**src/shared/pdbc_pkg.sv**
```systemverilog
/*
  constants, register map and carrier types of the pulse unit that holds
  the wide 12-bit channel and the two byte channels.
  assumes a single clock and an 8-bit register port run by a bus master.
*/
//
// Summary of operation
// - wide duty split over low byte and nibble
// - wide period not above duty, polarity 0: high
// - wide period not above duty, polarity 1: low
// - new period and duty take effect next period
// - pin driven only after its enable bit set
// - overflow sets flag; only writing 0 clears
// - request needs channel enable and global enable
// - polarity bit inverts active duty level
// - selector divides oscillator by 2/4/8/16
// - channel b selector resets to divide by 2
// - two independent byte channels, own registers
// - channel a period is 8 bits, resets zero
// - period length is period times prescaled clock
// - zero period holds inactive level
// - pulse registers writable only with key 55h
package pdbc_pkg;

  // ****************************************************************
  // register offsets
  // ****************************************************************
  localparam logic [7:0] ADDR_IRQ_STATUS = 8'hC8;
  localparam logic [7:0] ADDR_IRQ_MASK = 8'hC9;
  localparam logic [7:0] ADDR_IRQ_GLOBAL = 8'hCA;
  localparam logic [7:0] ADDR_UNIT_ENABLE = 8'hCF;
  localparam logic [7:0] ADDR_WIDE_CONTROL = 8'hD2;
  localparam logic [7:0] ADDR_WIDE_PER_LOW = 8'hD3;
  localparam logic [7:0] ADDR_WIDE_PER_HIGH = 8'hD4;
  localparam logic [7:0] ADDR_WIDE_DUTY_LOW = 8'hD5;
  localparam logic [7:0] ADDR_WIDE_DUTY_HIGH = 8'hD6;
  localparam logic [7:0] ADDR_A_CONTROL = 8'hD9;
  localparam logic [7:0] ADDR_A_PERIOD = 8'hDA;
  localparam logic [7:0] ADDR_A_DUTY = 8'hDB;
  localparam logic [7:0] ADDR_B_CONTROL = 8'hDD;
  localparam logic [7:0] ADDR_B_PERIOD = 8'hDE;
  localparam logic [7:0] ADDR_B_DUTY = 8'hDF;
  localparam logic [7:0] ADDR_LOCK_KEY = 8'hE7;

  // ****************************************************************
  // fields and values
  // ****************************************************************
  localparam int CTRL_IE_BIT = 7;
  localparam int CTRL_IF_BIT = 6;
  localparam int CTRL_POL_BIT = 2;
  localparam int CTRL_SEL_LSB = 0;
  localparam int CH_WIDE = 0;
  localparam int CH_A = 1;
  localparam int CH_B = 2;
  localparam logic [7:0] CTRL_WRITE_MASK = 8'hC7;
  localparam logic [7:0] LOCK_KEY = 8'h55;
  localparam logic [7:0] RESET_BYTE = 8'h00;

  typedef struct packed {
    logic [7:0] addr;
    logic [7:0] wdata;
    logic wr;
    logic rd;
  } pdbc_bus_t;

  typedef struct packed {
    logic [7:0] lock;
    logic [2:0] unit_en;
    logic [7:0] w_ctl;
    logic [11:0] w_per;
    logic [11:0] w_duty;
    logic [7:0] a_ctl;
    logic [7:0] a_per;
    logic [7:0] a_duty;
    logic [7:0] b_ctl;
    logic [7:0] b_per;
    logic [7:0] b_duty;
    logic [2:0] irq_st;
    logic [2:0] irq_mask;
    logic gie;
    logic [7:0] rdata;
    logic irq;
    logic [2:0] pin_oe;
  } pdbc_regs_t;

endpackage

```
**src/design/pdbc_top.sv**
```systemverilog
/*
  pulse unit: one 12-bit channel and two byte channels, their register
  file behind an 8-bit port, write key protection and interrupt logic.
  assumes the register master obeys the one-cycle strobe protocol and
  that all inputs are on clk.
*/
// Decided for this implementation: the plain strobed port.
`timescale 1ns/1ps

// ******************************************************************
// one pulse channel
// ******************************************************************
module pdbc_chan #(
  parameter int W = 8
) (
  input wire logic clk,
  input wire logic srst,
  input wire logic run,
  input wire logic [W-1:0] per_in,
  input wire logic [W-1:0] duty_in,
  input wire logic pol_in,
  input wire logic [1:0] sel_in,
  output logic pwm,
  output logic ovf
);

  typedef struct packed {
    logic [3:0] div;
    logic [W-1:0] cnt;
    logic [W-1:0] per;
    logic [W-1:0] duty;
    logic pol;
    logic [1:0] sel;
    logic pwm;
    logic ovf;
  } pdbc_chan_state_t;

  pdbc_chan_state_t st;
  pdbc_chan_state_t next_st;
  logic [3:0] lim;
  logic tick;
  logic last;
  logic wrap;

  function automatic logic active(input logic [W-1:0] c,
                                  input logic [W-1:0] p,
                                  input logic [W-1:0] d);
    if (p == '0) begin
      active = 1'b0;
    end else if (p <= d) begin
      active = 1'b1;
    end else begin
      active = c < d;
    end
  endfunction

  always_comb begin
    next_st = st;
    next_st.ovf = 1'b0;
    // divider limit 1, 3, 7 or 15
    lim = 4'((5'h02 << st.sel) - 5'h01);
    tick = st.div == lim;
    last = (st.per == '0) || (W'(st.cnt + W'(1)) >= st.per);
    wrap = tick && last;
    if (!run) begin
      // idle channel tracks the registers so it starts clean
      next_st.div = 4'h0;
      next_st.cnt = '0;
      next_st.per = per_in;
      next_st.duty = duty_in;
      next_st.pol = pol_in;
      next_st.sel = sel_in;
    end else begin
      next_st.div = tick ? 4'h0 : 4'(st.div + 4'h1);
      if (wrap) begin
        // shadows reload only at period start
        next_st.cnt = '0;
        next_st.per = per_in;
        next_st.duty = duty_in;
        next_st.pol = pol_in;
        next_st.sel = sel_in;
        next_st.ovf = 1'b1;
      end else if (tick) begin
        next_st.cnt = W'(st.cnt + W'(1));
      end
    end
    next_st.pwm = active(next_st.cnt, next_st.per, next_st.duty)
                  ^ next_st.pol;
  end

  always_ff @(posedge clk) begin
    if (srst) begin
      st <= '0;
    end else begin
      st <= next_st;
    end
  end

  assign pwm = st.pwm;
  assign ovf = st.ovf;
endmodule

// ******************************************************************
// top: register file, key, interrupts and the three channels
// ******************************************************************
module pdbc_top (
  input wire logic clk,
  input wire logic srst,
  input wire pdbc_pkg::pdbc_bus_t bus,
  output logic [7:0] rdata,
  output logic wide_pwm,
  output logic chan_a_pwm,
  output logic chan_b_pwm,
  output logic [2:0] pwm_oe,
  output logic irq
);

  pdbc_pkg::pdbc_regs_t st;
  pdbc_pkg::pdbc_regs_t next_st;
  logic unlocked;
  logic wr_ok;
  logic [2:0] ovf;
  logic [2:0] ie;
  logic [7:0] rmux;

  function automatic logic [7:0] ctl_wr(input logic [7:0] old,
                                        input logic [7:0] d);
    ctl_wr = d & pdbc_pkg::CTRL_WRITE_MASK;
    // writing 1 to the flag leaves it as it was
    ctl_wr[pdbc_pkg::CTRL_IF_BIT] = old[pdbc_pkg::CTRL_IF_BIT]
                                    & d[pdbc_pkg::CTRL_IF_BIT];
  endfunction

  always_comb begin
    unique case (bus.addr)
      pdbc_pkg::ADDR_IRQ_STATUS: rmux = {5'h00, st.irq_st};
      pdbc_pkg::ADDR_IRQ_MASK: rmux = {5'h00, st.irq_mask};
      pdbc_pkg::ADDR_IRQ_GLOBAL: rmux = {7'h00, st.gie};
      pdbc_pkg::ADDR_UNIT_ENABLE: rmux = {5'h00, st.unit_en};
      pdbc_pkg::ADDR_WIDE_CONTROL: rmux = st.w_ctl;
      pdbc_pkg::ADDR_WIDE_PER_LOW: rmux = st.w_per[7:0];
      pdbc_pkg::ADDR_WIDE_PER_HIGH: rmux = {4'h0, st.w_per[11:8]};
      pdbc_pkg::ADDR_WIDE_DUTY_LOW: rmux = st.w_duty[7:0];
      pdbc_pkg::ADDR_WIDE_DUTY_HIGH: rmux = {4'h0, st.w_duty[11:8]};
      pdbc_pkg::ADDR_A_CONTROL: rmux = st.a_ctl;
      pdbc_pkg::ADDR_A_PERIOD: rmux = st.a_per;
      pdbc_pkg::ADDR_A_DUTY: rmux = st.a_duty;
      pdbc_pkg::ADDR_B_CONTROL: rmux = st.b_ctl;
      pdbc_pkg::ADDR_B_PERIOD: rmux = st.b_per;
      pdbc_pkg::ADDR_B_DUTY: rmux = st.b_duty;
      pdbc_pkg::ADDR_LOCK_KEY: rmux = st.lock;
      default: rmux = pdbc_pkg::RESET_BYTE;
    endcase
  end

  always_comb begin
    next_st = st;
    // key gates every pulse setting register
    unlocked = st.lock == pdbc_pkg::LOCK_KEY;
    wr_ok = bus.wr && unlocked;
    if (bus.wr && bus.addr == pdbc_pkg::ADDR_LOCK_KEY) begin
      next_st.lock = bus.wdata;
    end
    if (bus.wr && bus.addr == pdbc_pkg::ADDR_IRQ_MASK) begin
      next_st.irq_mask = bus.wdata[2:0];
    end
    if (bus.wr && bus.addr == pdbc_pkg::ADDR_IRQ_GLOBAL) begin
      next_st.gie = bus.wdata[0];
    end
    if (wr_ok) begin
      unique case (bus.addr)
        pdbc_pkg::ADDR_UNIT_ENABLE: next_st.unit_en = bus.wdata[2:0];
        pdbc_pkg::ADDR_WIDE_CONTROL:
          next_st.w_ctl = ctl_wr(st.w_ctl, bus.wdata);
        pdbc_pkg::ADDR_WIDE_PER_LOW: next_st.w_per[7:0] = bus.wdata;
        pdbc_pkg::ADDR_WIDE_PER_HIGH: next_st.w_per[11:8] = bus.wdata[3:0];
        // duty split into low byte and high nibble
        pdbc_pkg::ADDR_WIDE_DUTY_LOW: next_st.w_duty[7:0] = bus.wdata;
        pdbc_pkg::ADDR_WIDE_DUTY_HIGH:
          next_st.w_duty[11:8] = bus.wdata[3:0];
        // separate register set per byte channel
        pdbc_pkg::ADDR_A_CONTROL:
          next_st.a_ctl = ctl_wr(st.a_ctl, bus.wdata);
        // full 8-bit period for channel a
        pdbc_pkg::ADDR_A_PERIOD: next_st.a_per = bus.wdata;
        pdbc_pkg::ADDR_A_DUTY: next_st.a_duty = bus.wdata;
        pdbc_pkg::ADDR_B_CONTROL:
          next_st.b_ctl = ctl_wr(st.b_ctl, bus.wdata);
        pdbc_pkg::ADDR_B_PERIOD: next_st.b_per = bus.wdata;
        pdbc_pkg::ADDR_B_DUTY: next_st.b_duty = bus.wdata;
        default: begin
        end
      endcase
    end
    // hardware set beats a same-cycle clear
    next_st.w_ctl[pdbc_pkg::CTRL_IF_BIT] =
      next_st.w_ctl[pdbc_pkg::CTRL_IF_BIT] | ovf[pdbc_pkg::CH_WIDE];
    next_st.a_ctl[pdbc_pkg::CTRL_IF_BIT] =
      next_st.a_ctl[pdbc_pkg::CTRL_IF_BIT] | ovf[pdbc_pkg::CH_A];
    next_st.b_ctl[pdbc_pkg::CTRL_IF_BIT] =
      next_st.b_ctl[pdbc_pkg::CTRL_IF_BIT] | ovf[pdbc_pkg::CH_B];
    // status is write-one-to-clear, set wins
    if (bus.wr && bus.addr == pdbc_pkg::ADDR_IRQ_STATUS) begin
      next_st.irq_st = st.irq_st & ~bus.wdata[2:0];
    end
    next_st.irq_st = next_st.irq_st | ovf;
    // channel enable and global enable both needed
    next_st.irq = next_st.gie
                  & (|(next_st.irq_st & next_st.irq_mask & ie));
    // pin handed over only by its enable bit
    next_st.pin_oe = next_st.unit_en;
    next_st.rdata = bus.rd ? rmux : pdbc_pkg::RESET_BYTE;
  end

  assign ie = {st.b_ctl[pdbc_pkg::CTRL_IE_BIT],
               st.a_ctl[pdbc_pkg::CTRL_IE_BIT],
               st.w_ctl[pdbc_pkg::CTRL_IE_BIT]};

  always_ff @(posedge clk) begin
    if (srst) begin
      // every selector resets to divide by two
      st <= '0;
    end else begin
      st <= next_st;
    end
  end

  // ****************************************************************
  // channels
  // ****************************************************************
  // a period that ends between the low and high write of the wide
  // channel loads a half-updated value; the write order keeps it brief
  pdbc_chan #(.W(12)) u_wide (
    .clk(clk),
    .srst(srst),
    .run(st.unit_en[pdbc_pkg::CH_WIDE]),
    .per_in(st.w_per),
    .duty_in(st.w_duty),
    .pol_in(st.w_ctl[pdbc_pkg::CTRL_POL_BIT]),
    .sel_in(st.w_ctl[pdbc_pkg::CTRL_SEL_LSB +: 2]),
    .pwm(wide_pwm),
    .ovf(ovf[pdbc_pkg::CH_WIDE])
  );

  pdbc_chan #(.W(8)) u_chan_a (
    .clk(clk),
    .srst(srst),
    .run(st.unit_en[pdbc_pkg::CH_A]),
    .per_in(st.a_per),
    .duty_in(st.a_duty),
    .pol_in(st.a_ctl[pdbc_pkg::CTRL_POL_BIT]),
    .sel_in(st.a_ctl[pdbc_pkg::CTRL_SEL_LSB +: 2]),
    .pwm(chan_a_pwm),
    .ovf(ovf[pdbc_pkg::CH_A])
  );

  pdbc_chan #(.W(8)) u_chan_b (
    .clk(clk),
    .srst(srst),
    .run(st.unit_en[pdbc_pkg::CH_B]),
    .per_in(st.b_per),
    .duty_in(st.b_duty),
    .pol_in(st.b_ctl[pdbc_pkg::CTRL_POL_BIT]),
    .sel_in(st.b_ctl[pdbc_pkg::CTRL_SEL_LSB +: 2]),
    .pwm(chan_b_pwm),
    .ovf(ovf[pdbc_pkg::CH_B])
  );

  assign rdata = st.rdata;
  assign pwm_oe = st.pin_oe;
  assign irq = st.irq;
endmodule

```
**config.mk**
```make
export PLATFORM = sky130hd
export DESIGN_NAME = pdbc_top
export DESIGN_NICKNAME = d
export VERILOG_FILES = /design/src/shared/pdbc_pkg.sv /design/src/design/pdbc_top.sv
export SDC_FILE = /design/constraint.sdc
export NUM_CORES = 1
export LEC_CHECK = 0
export ABC_CLOCK_PERIOD_IN_PS = 6700
export BUFFER_PORTS_ARGS = -buffer_cell sky130_fd_sc_hd__buf_2
export CORE_UTILIZATION = 60
export CTS_CLUSTER_SIZE = 8
export DETAILED_ROUTE_END_ITERATION = 8
export PLACE_DENSITY_LB_ADDON = 0.05
export SYNTH_ARGS = -nofsm -noshare
export SYNTH_HDL_FRONTEND = slang
export SYNTH_SLANG_ARGS = --single-unit
export TNS_END_PERCENT = 20
```
**constraint.sdc**
```tcl
create_clock -name clk -period 6.7 [get_ports clk]
set_input_delay 0.67 -clock clk [delete_from_list [all_inputs] [get_ports clk]]
set_output_delay 0.67 -clock clk [all_outputs]
set_load 0.01 [all_outputs]
```
* After elaboration in Yosys (flattened, before gate mapping)
Index checks and enable logic that the tools add are counted.
** Word-level totals
- Bits in registers :: 209
- Input bits :: 20
- Logic and storage cells :: 183
** Cells by class
- $add $sub $neg :: 9
- $lt $le $gt $ge :: 9
- Equality and inequality tests :: 23
- Shift-type cells :: 3
- Muxes and demuxes :: 38
- Bitwise logic cells :: 19
- Reduce and logical (&&, ||, !) cells :: 37
** Operators with widths (count)
- $eq A8 B8 Y1 const B :: 16
- $pmux W8 S16 :: 1
- $mux W8 :: 13
- $mux W83 :: 1
- $mux W27 :: 3
- $mux W39 :: 1
- $mux W19 :: 2
- $logic_not A8 Y1 :: 4
- $logic_not A12 Y1 :: 2
- $mux W12 :: 2
- $reduce_and A2 Y1 :: 12
- $add A8 B1 Y8 const B :: 2
- $ge A8 B8 Y1 :: 2
- $le A8 B8 Y1 :: 2
- $lt A8 B8 Y1 :: 2
- $add A12 B1 Y12 const B :: 1
- $add A4 B1 Y4 const B :: 3
- $eq A4 B4 Y1 :: 3
- $ge A12 B12 Y1 :: 1
- $le A12 B12 Y1 :: 1
- $lt A12 B12 Y1 :: 1
- $reduce_or A3 Y1 :: 4
- $shl A2 B2 Y4 const A :: 3
- $sub A4 B1 Y4 const B :: 3
- other kinds (15) :: 53

* Depth between registers and ports, before layout
- Depth in word-level cells :: 10
- Depth in mapped cells :: 25
- Gate-level depth less buffers :: 23

* Modules after synthesis
Synthesis repeated with hierarchy kept, for this count alone.
** Unflattened totals
- Cell total of the unflattened synthesis :: 1330
- Area total of the unflattened synthesis :: 11671.2 um^2
** Modules (own cells, without submodules)
- pdbc_top :: instances 1, cells an instance 513, area an instance 4668.2 um^2, sequential area each 1961.9 um^2
- pdbc_chan at u_chan_a ... :: instances 2, cells an instance 245, area an instance 2085.8 um^2, sequential area each 660.6 um^2
- pdbc_chan at u_wide :: instances 1, cells an instance 327, area an instance 2831.5 um^2, sequential area each 900.9 um^2

* Worst setup path before layout
OpenSTA, ideal clock, no wires.
- Path kind :: reg2reg
- From :: register u_wide.st[29] in the netlist's numbering
- To :: register u_wide.st (netlist bit u_wide.pwm)
- Setup time :: 0.123 ns
- Arrival time :: 5.355 ns
- Path slack :: 1.222 ns
- Cell stages (with the launch flop) :: 26
- Path buffers :: 3
- Cells stage by stage :: dfxtp_1 > ha_1 > and3_1 > and3_1 > and3_1 > nand3_1 > xnor2_1 > ha_1 > o21ai_0 > nor2_1 > or3_4 > o41a_1 > buf_6 > clkbuf_1 > buf_2 > mux2i_1 > ha_1 > nand4_1 > or2_2 > a21oi_1 > nor2_1 > a31oi_1 > nand4_1 > or4_4 > o211ai_2 > mux2_1
** Between the ends
- Longest elaborated chain between the ends :: 10
- Elaborated cells on any way between the ends :: 14
- Classes of those cells :: 1 x add/sub; 3 x order compare; 6 x mux; 1 x bitwise; 3 x reduce/logical
** Ends and longest elaborated chain
- from (decl) :: RTL line pdbc_top.sv:38 : pdbc_chan_state_t st;
- from (signal assigned) :: RTL line pdbc_top.sv:95 : st <= next_st;
- $add A12 B1 Y12 :: RTL line pdbc_top.sv:63, pdbc_top.sv:84
- $ge A12 B12 Y1 :: RTL line pdbc_top.sv:63 : last = (st.per == '0) || (W'(st.cnt + W'(1)) >= st.per);
- $logic_or A1 B1 Y1 :: RTL line pdbc_top.sv:63
- $logic_and A1 B1 Y1 :: RTL line pdbc_top.sv:64 : wrap = tick && last;
- $mux W12 or $mux W27 (tied branches) :: RTL line pdbc_top.sv:75 : if (wrap) begin
- $mux W39 (*) :: RTL line pdbc_top.sv:65 : if (!run) begin
- $lt A12 B12 Y1 or $le A12 B12 Y1 (tied branches) :: RTL line pdbc_top.sv:53, pdbc_top.sv:50
- $mux W1 :: RTL line pdbc_top.sv:50 : end else if (p <= d) begin
- $mux W1 :: RTL line pdbc_top.sv:48 : if (p == '0) begin
- $xor A1 B1 Y1 (*) :: RTL line pdbc_top.sv:88 : ^ next_st.pol;
Mark *: on every way between the ends. The rest lies on a longest branch, timed or not. The select of a mux whose other input is x is not followed.
A chain may end at the register's enable or synchronous reset.

==> results.tsv <==
metric	value	unit
status	completed	
critPathLaunchType	register	
fin_tns_setup	0	ns
ys_ff_latch	209	
grt_max_degree	109	
syn_nets	1357	
synth_ff_type	dfxtp_1	
setup_viol	0	
ctsRootBufferMaster	clkbuf_16	
worst_slew_pin_slew	1.09	ns
path_cells	ha_1 -> and3_1 -> and3_1 -> and3_1 -> nand3_1 -> xnor2_1 -> ha_1 -> nand4_1 -> a2111oi_0 -> o41a_4 -> buf_4 -> mux2_2 -> ha_1 -> nor2b_1 -> o211ai_1 -> a21oi_1 -> nor2_1 -> a31oi_1 -> nand4_1 -> or4_4 -> o211ai_2 -> mux2_1	
diodes	0	
antenna_left	0	
fin_util	68.3	%
cts_setup_buffers	0	
die_y	137	um
dieArea	0.0188	mm^2
rsz0062_at_grt	no	
antenna_found_initial	0	
crit_family	simple AND/OR/NAND/NOR gates	
cp_max_fo	45	
synth_edf_count	0	
worst-endpoint-required	7.12	ns
start_util	62.3	%
cts_tree	built	
clock.fmax	0.170	GHz
die_x	137	um
io_pins	35	
drc_errors	0	
routed_via_density	6.12	
core-area	0.0175	mm^2
grt_pass1_vias	8308	
yosysWarningCount	0	
powerDensity	217	mW/mm^2
place_ws	0.664	ns
syn-cell-area	0.0109	mm^2
final-max-slew-violation-count	0	
grt_use_total	30.5	%
fin_crit_sh	87.9	%
grt.overflow.total	0	
yosysSeqAreaShare	38.3	%
ctsLongestPathBuffers	3	
vias	9085	
h-tree-depth	1	
ys_types	68	
crit_buf_inv	1	
synthToLayoutAreaGrowth	9.61	%
drt_iter0_markers	874	
clock_skew	0.00956	ns
synth_most_common_cell	dfxtp_1	
cp_data_arrival_time	6.30	ns
port_buffers	34	
maxCapViolCount	0	
path_clk_slew	0.05	ns
hold_viol_final	0	
yosysTopAreaCellShare	38.3	%
multiInputGateArea	0.00634	mm^2
fin_area	0.0120	mm^2
clkSinkCount	209	
async_reset_ff_share	0	%
critPathCaptureType	register	
vdd_drop_max	230	uV
setup_ws	0.813	ns
critPathSlowestCell	o41a_4	
place_area	0.0112	mm^2
place.gp.congestion	0.948	
drt_first_pass_iters	7	
crit_type	register to register	
worst_slew_margin_rel	26.5	%
cts_made_buffers	30	
finalCriticalPeriod	5.89	ns
total_power	0.00260	W
route.detailed.wl_per_inst	19.2	um
drive_above_1_share	8.18	%
dp_hpwl	20400	um
hold_path_class	register to register	
row_count	48	
seqCellArea	0.00418	mm^2
crit_path_max_incr_delay	0.60	ns
synth_area_leaders	dfxtp_1 38%, ha_1 9.8%, mux2i_1 9.2%	
clk_latency	0.54	ns
yosysTopAreaCell	dfxtp_1	
nets	1364	
fill_cells	1437	
synth_commonest_cells	209 x dfxtp_1, 167 x nor2_1, 100 x mux2i_1	
syn_avg_cell_area	8.74	um^2
grt_pass1_wl	44300	um
routed_wl	28400	um
leakage	4.87	nW
netlist_instances	1251	
## worst register-to-register path: cells and delay by family, from the launching register on
family | cells | cell delay [ns]
buffers and inverters | 1 | 0.35
flip-flops | 1 | 0.38
XOR/XNOR | 1 | 0.14
multiplexers | 2 | 0.70
adder cells (fa/ha/maj) | 3 | 0.69
AND/OR/NAND/NOR | 9 | 1.85
AO/OA/AOI/OAI | 6 | 1.69
## path summary, 6_finish.rpt
path                           to  cells after the start  slack, ns            start
setup / recovery       u_wide.pwm                     22       0.81    u_wide.st[29]
hold / removal    u_chan_a.st[29]                      1       0.48  u_chan_a.st[29]
hold reg to reg   u_chan_a.st[29]                      1       0.48  u_chan_a.st[29]
setup reg to reg       u_wide.pwm                     22       0.81    u_wide.st[29]
## cell type report
type | instances | share of cell area (%)
inverters | 39 | 1.22
well taps | 225 | 2.35
clock buffers | 32 | 6.50
multi-input cells | 935 | 52.9
flip-flops and latches | 209 | 34.9
repair buffers | 43 | 2.04
clock inverters | 1 | 0.0731
## metal layers
layer  GRT usage, %  vias up  wire length (um)
met2           47.9      321             12700
met4           10.3        0               883
met3           6.11       73              2040
met1           41.6     4257             12800
li1               -     4434                 -
met5              0        -                 0
## per-stage QoR
stage                     hold slack, ns  instances
after detailed placement           0.472       1451
after global placement             0.448       1451
after floorplan                    0.425       1251
final                              0.476       1484
after CTS                          0.474       1484
after global routing               0.488       1484
## state kept, by name, indices dropped and copies added, names as in the netlist
signal and flops:
ie 3, irq 1, pwm_oe 3, rdata 8
st 83, u_chan_a.ovf 1, u_chan_a.pwm 1, u_chan_a.st 31
u_chan_b.ovf 1, u_chan_b.pwm 1, u_chan_b.st 31, u_wide.ovf 1
u_wide.pwm 1, u_wide.st 43
## where the power goes
part	leakage (nW)	total (W)	switching [W]	internal [W]
clock	0.387	0.00131	0.000503	0.000802
combinational	2.80	0.0000522	0.0000427	0.00000948
sequential	1.68	0.00125	0.0000000872	0.00125
## what timing repair did
action	in CTS	in global routing
gates resized for setup	0	1
hold buffers	0	0
endpoints found under the hold margin	0	0
endpoints found under the setup margin	0	1
## logic make-up (layout without fill, tap and decap cells)
kind of cell	count (synthesis)	after routing	share of synthesized area (%)
AND/OR/NAND/NOR	490	490	21.4
adder cells (fa/ha/maj)	86	86	9.84
AO/OA/AOI/OAI	204	204	12.6
flip-flops	209	209	38.3
buffers and inverters	107	115	4.15
XOR/XNOR	51	51	4.09
multiplexers	104	104	9.67
## layout by cell type, fill, tap and decap left out, types with 10 or more instances in the layout
cell type,count
mux2i_1,100
a21o_1,16
nor2_1,167
inv_1,39
buf_2,33
nor2b_1,37
nand3_1,50
clkbuf_16,31
ha_1,86
a221oi_1,11
and3_1,17
a21oi_1,58
a22o_1,10
dfxtp_1,209
xnor2_1,17
nand2_1,99
nand4_1,17
nor3_1,43
o21ai_0,43
nor4_1,17
xor2_1,34
nand2b_1,11
No activity file was read; power rests on OpenSTA's default activity.
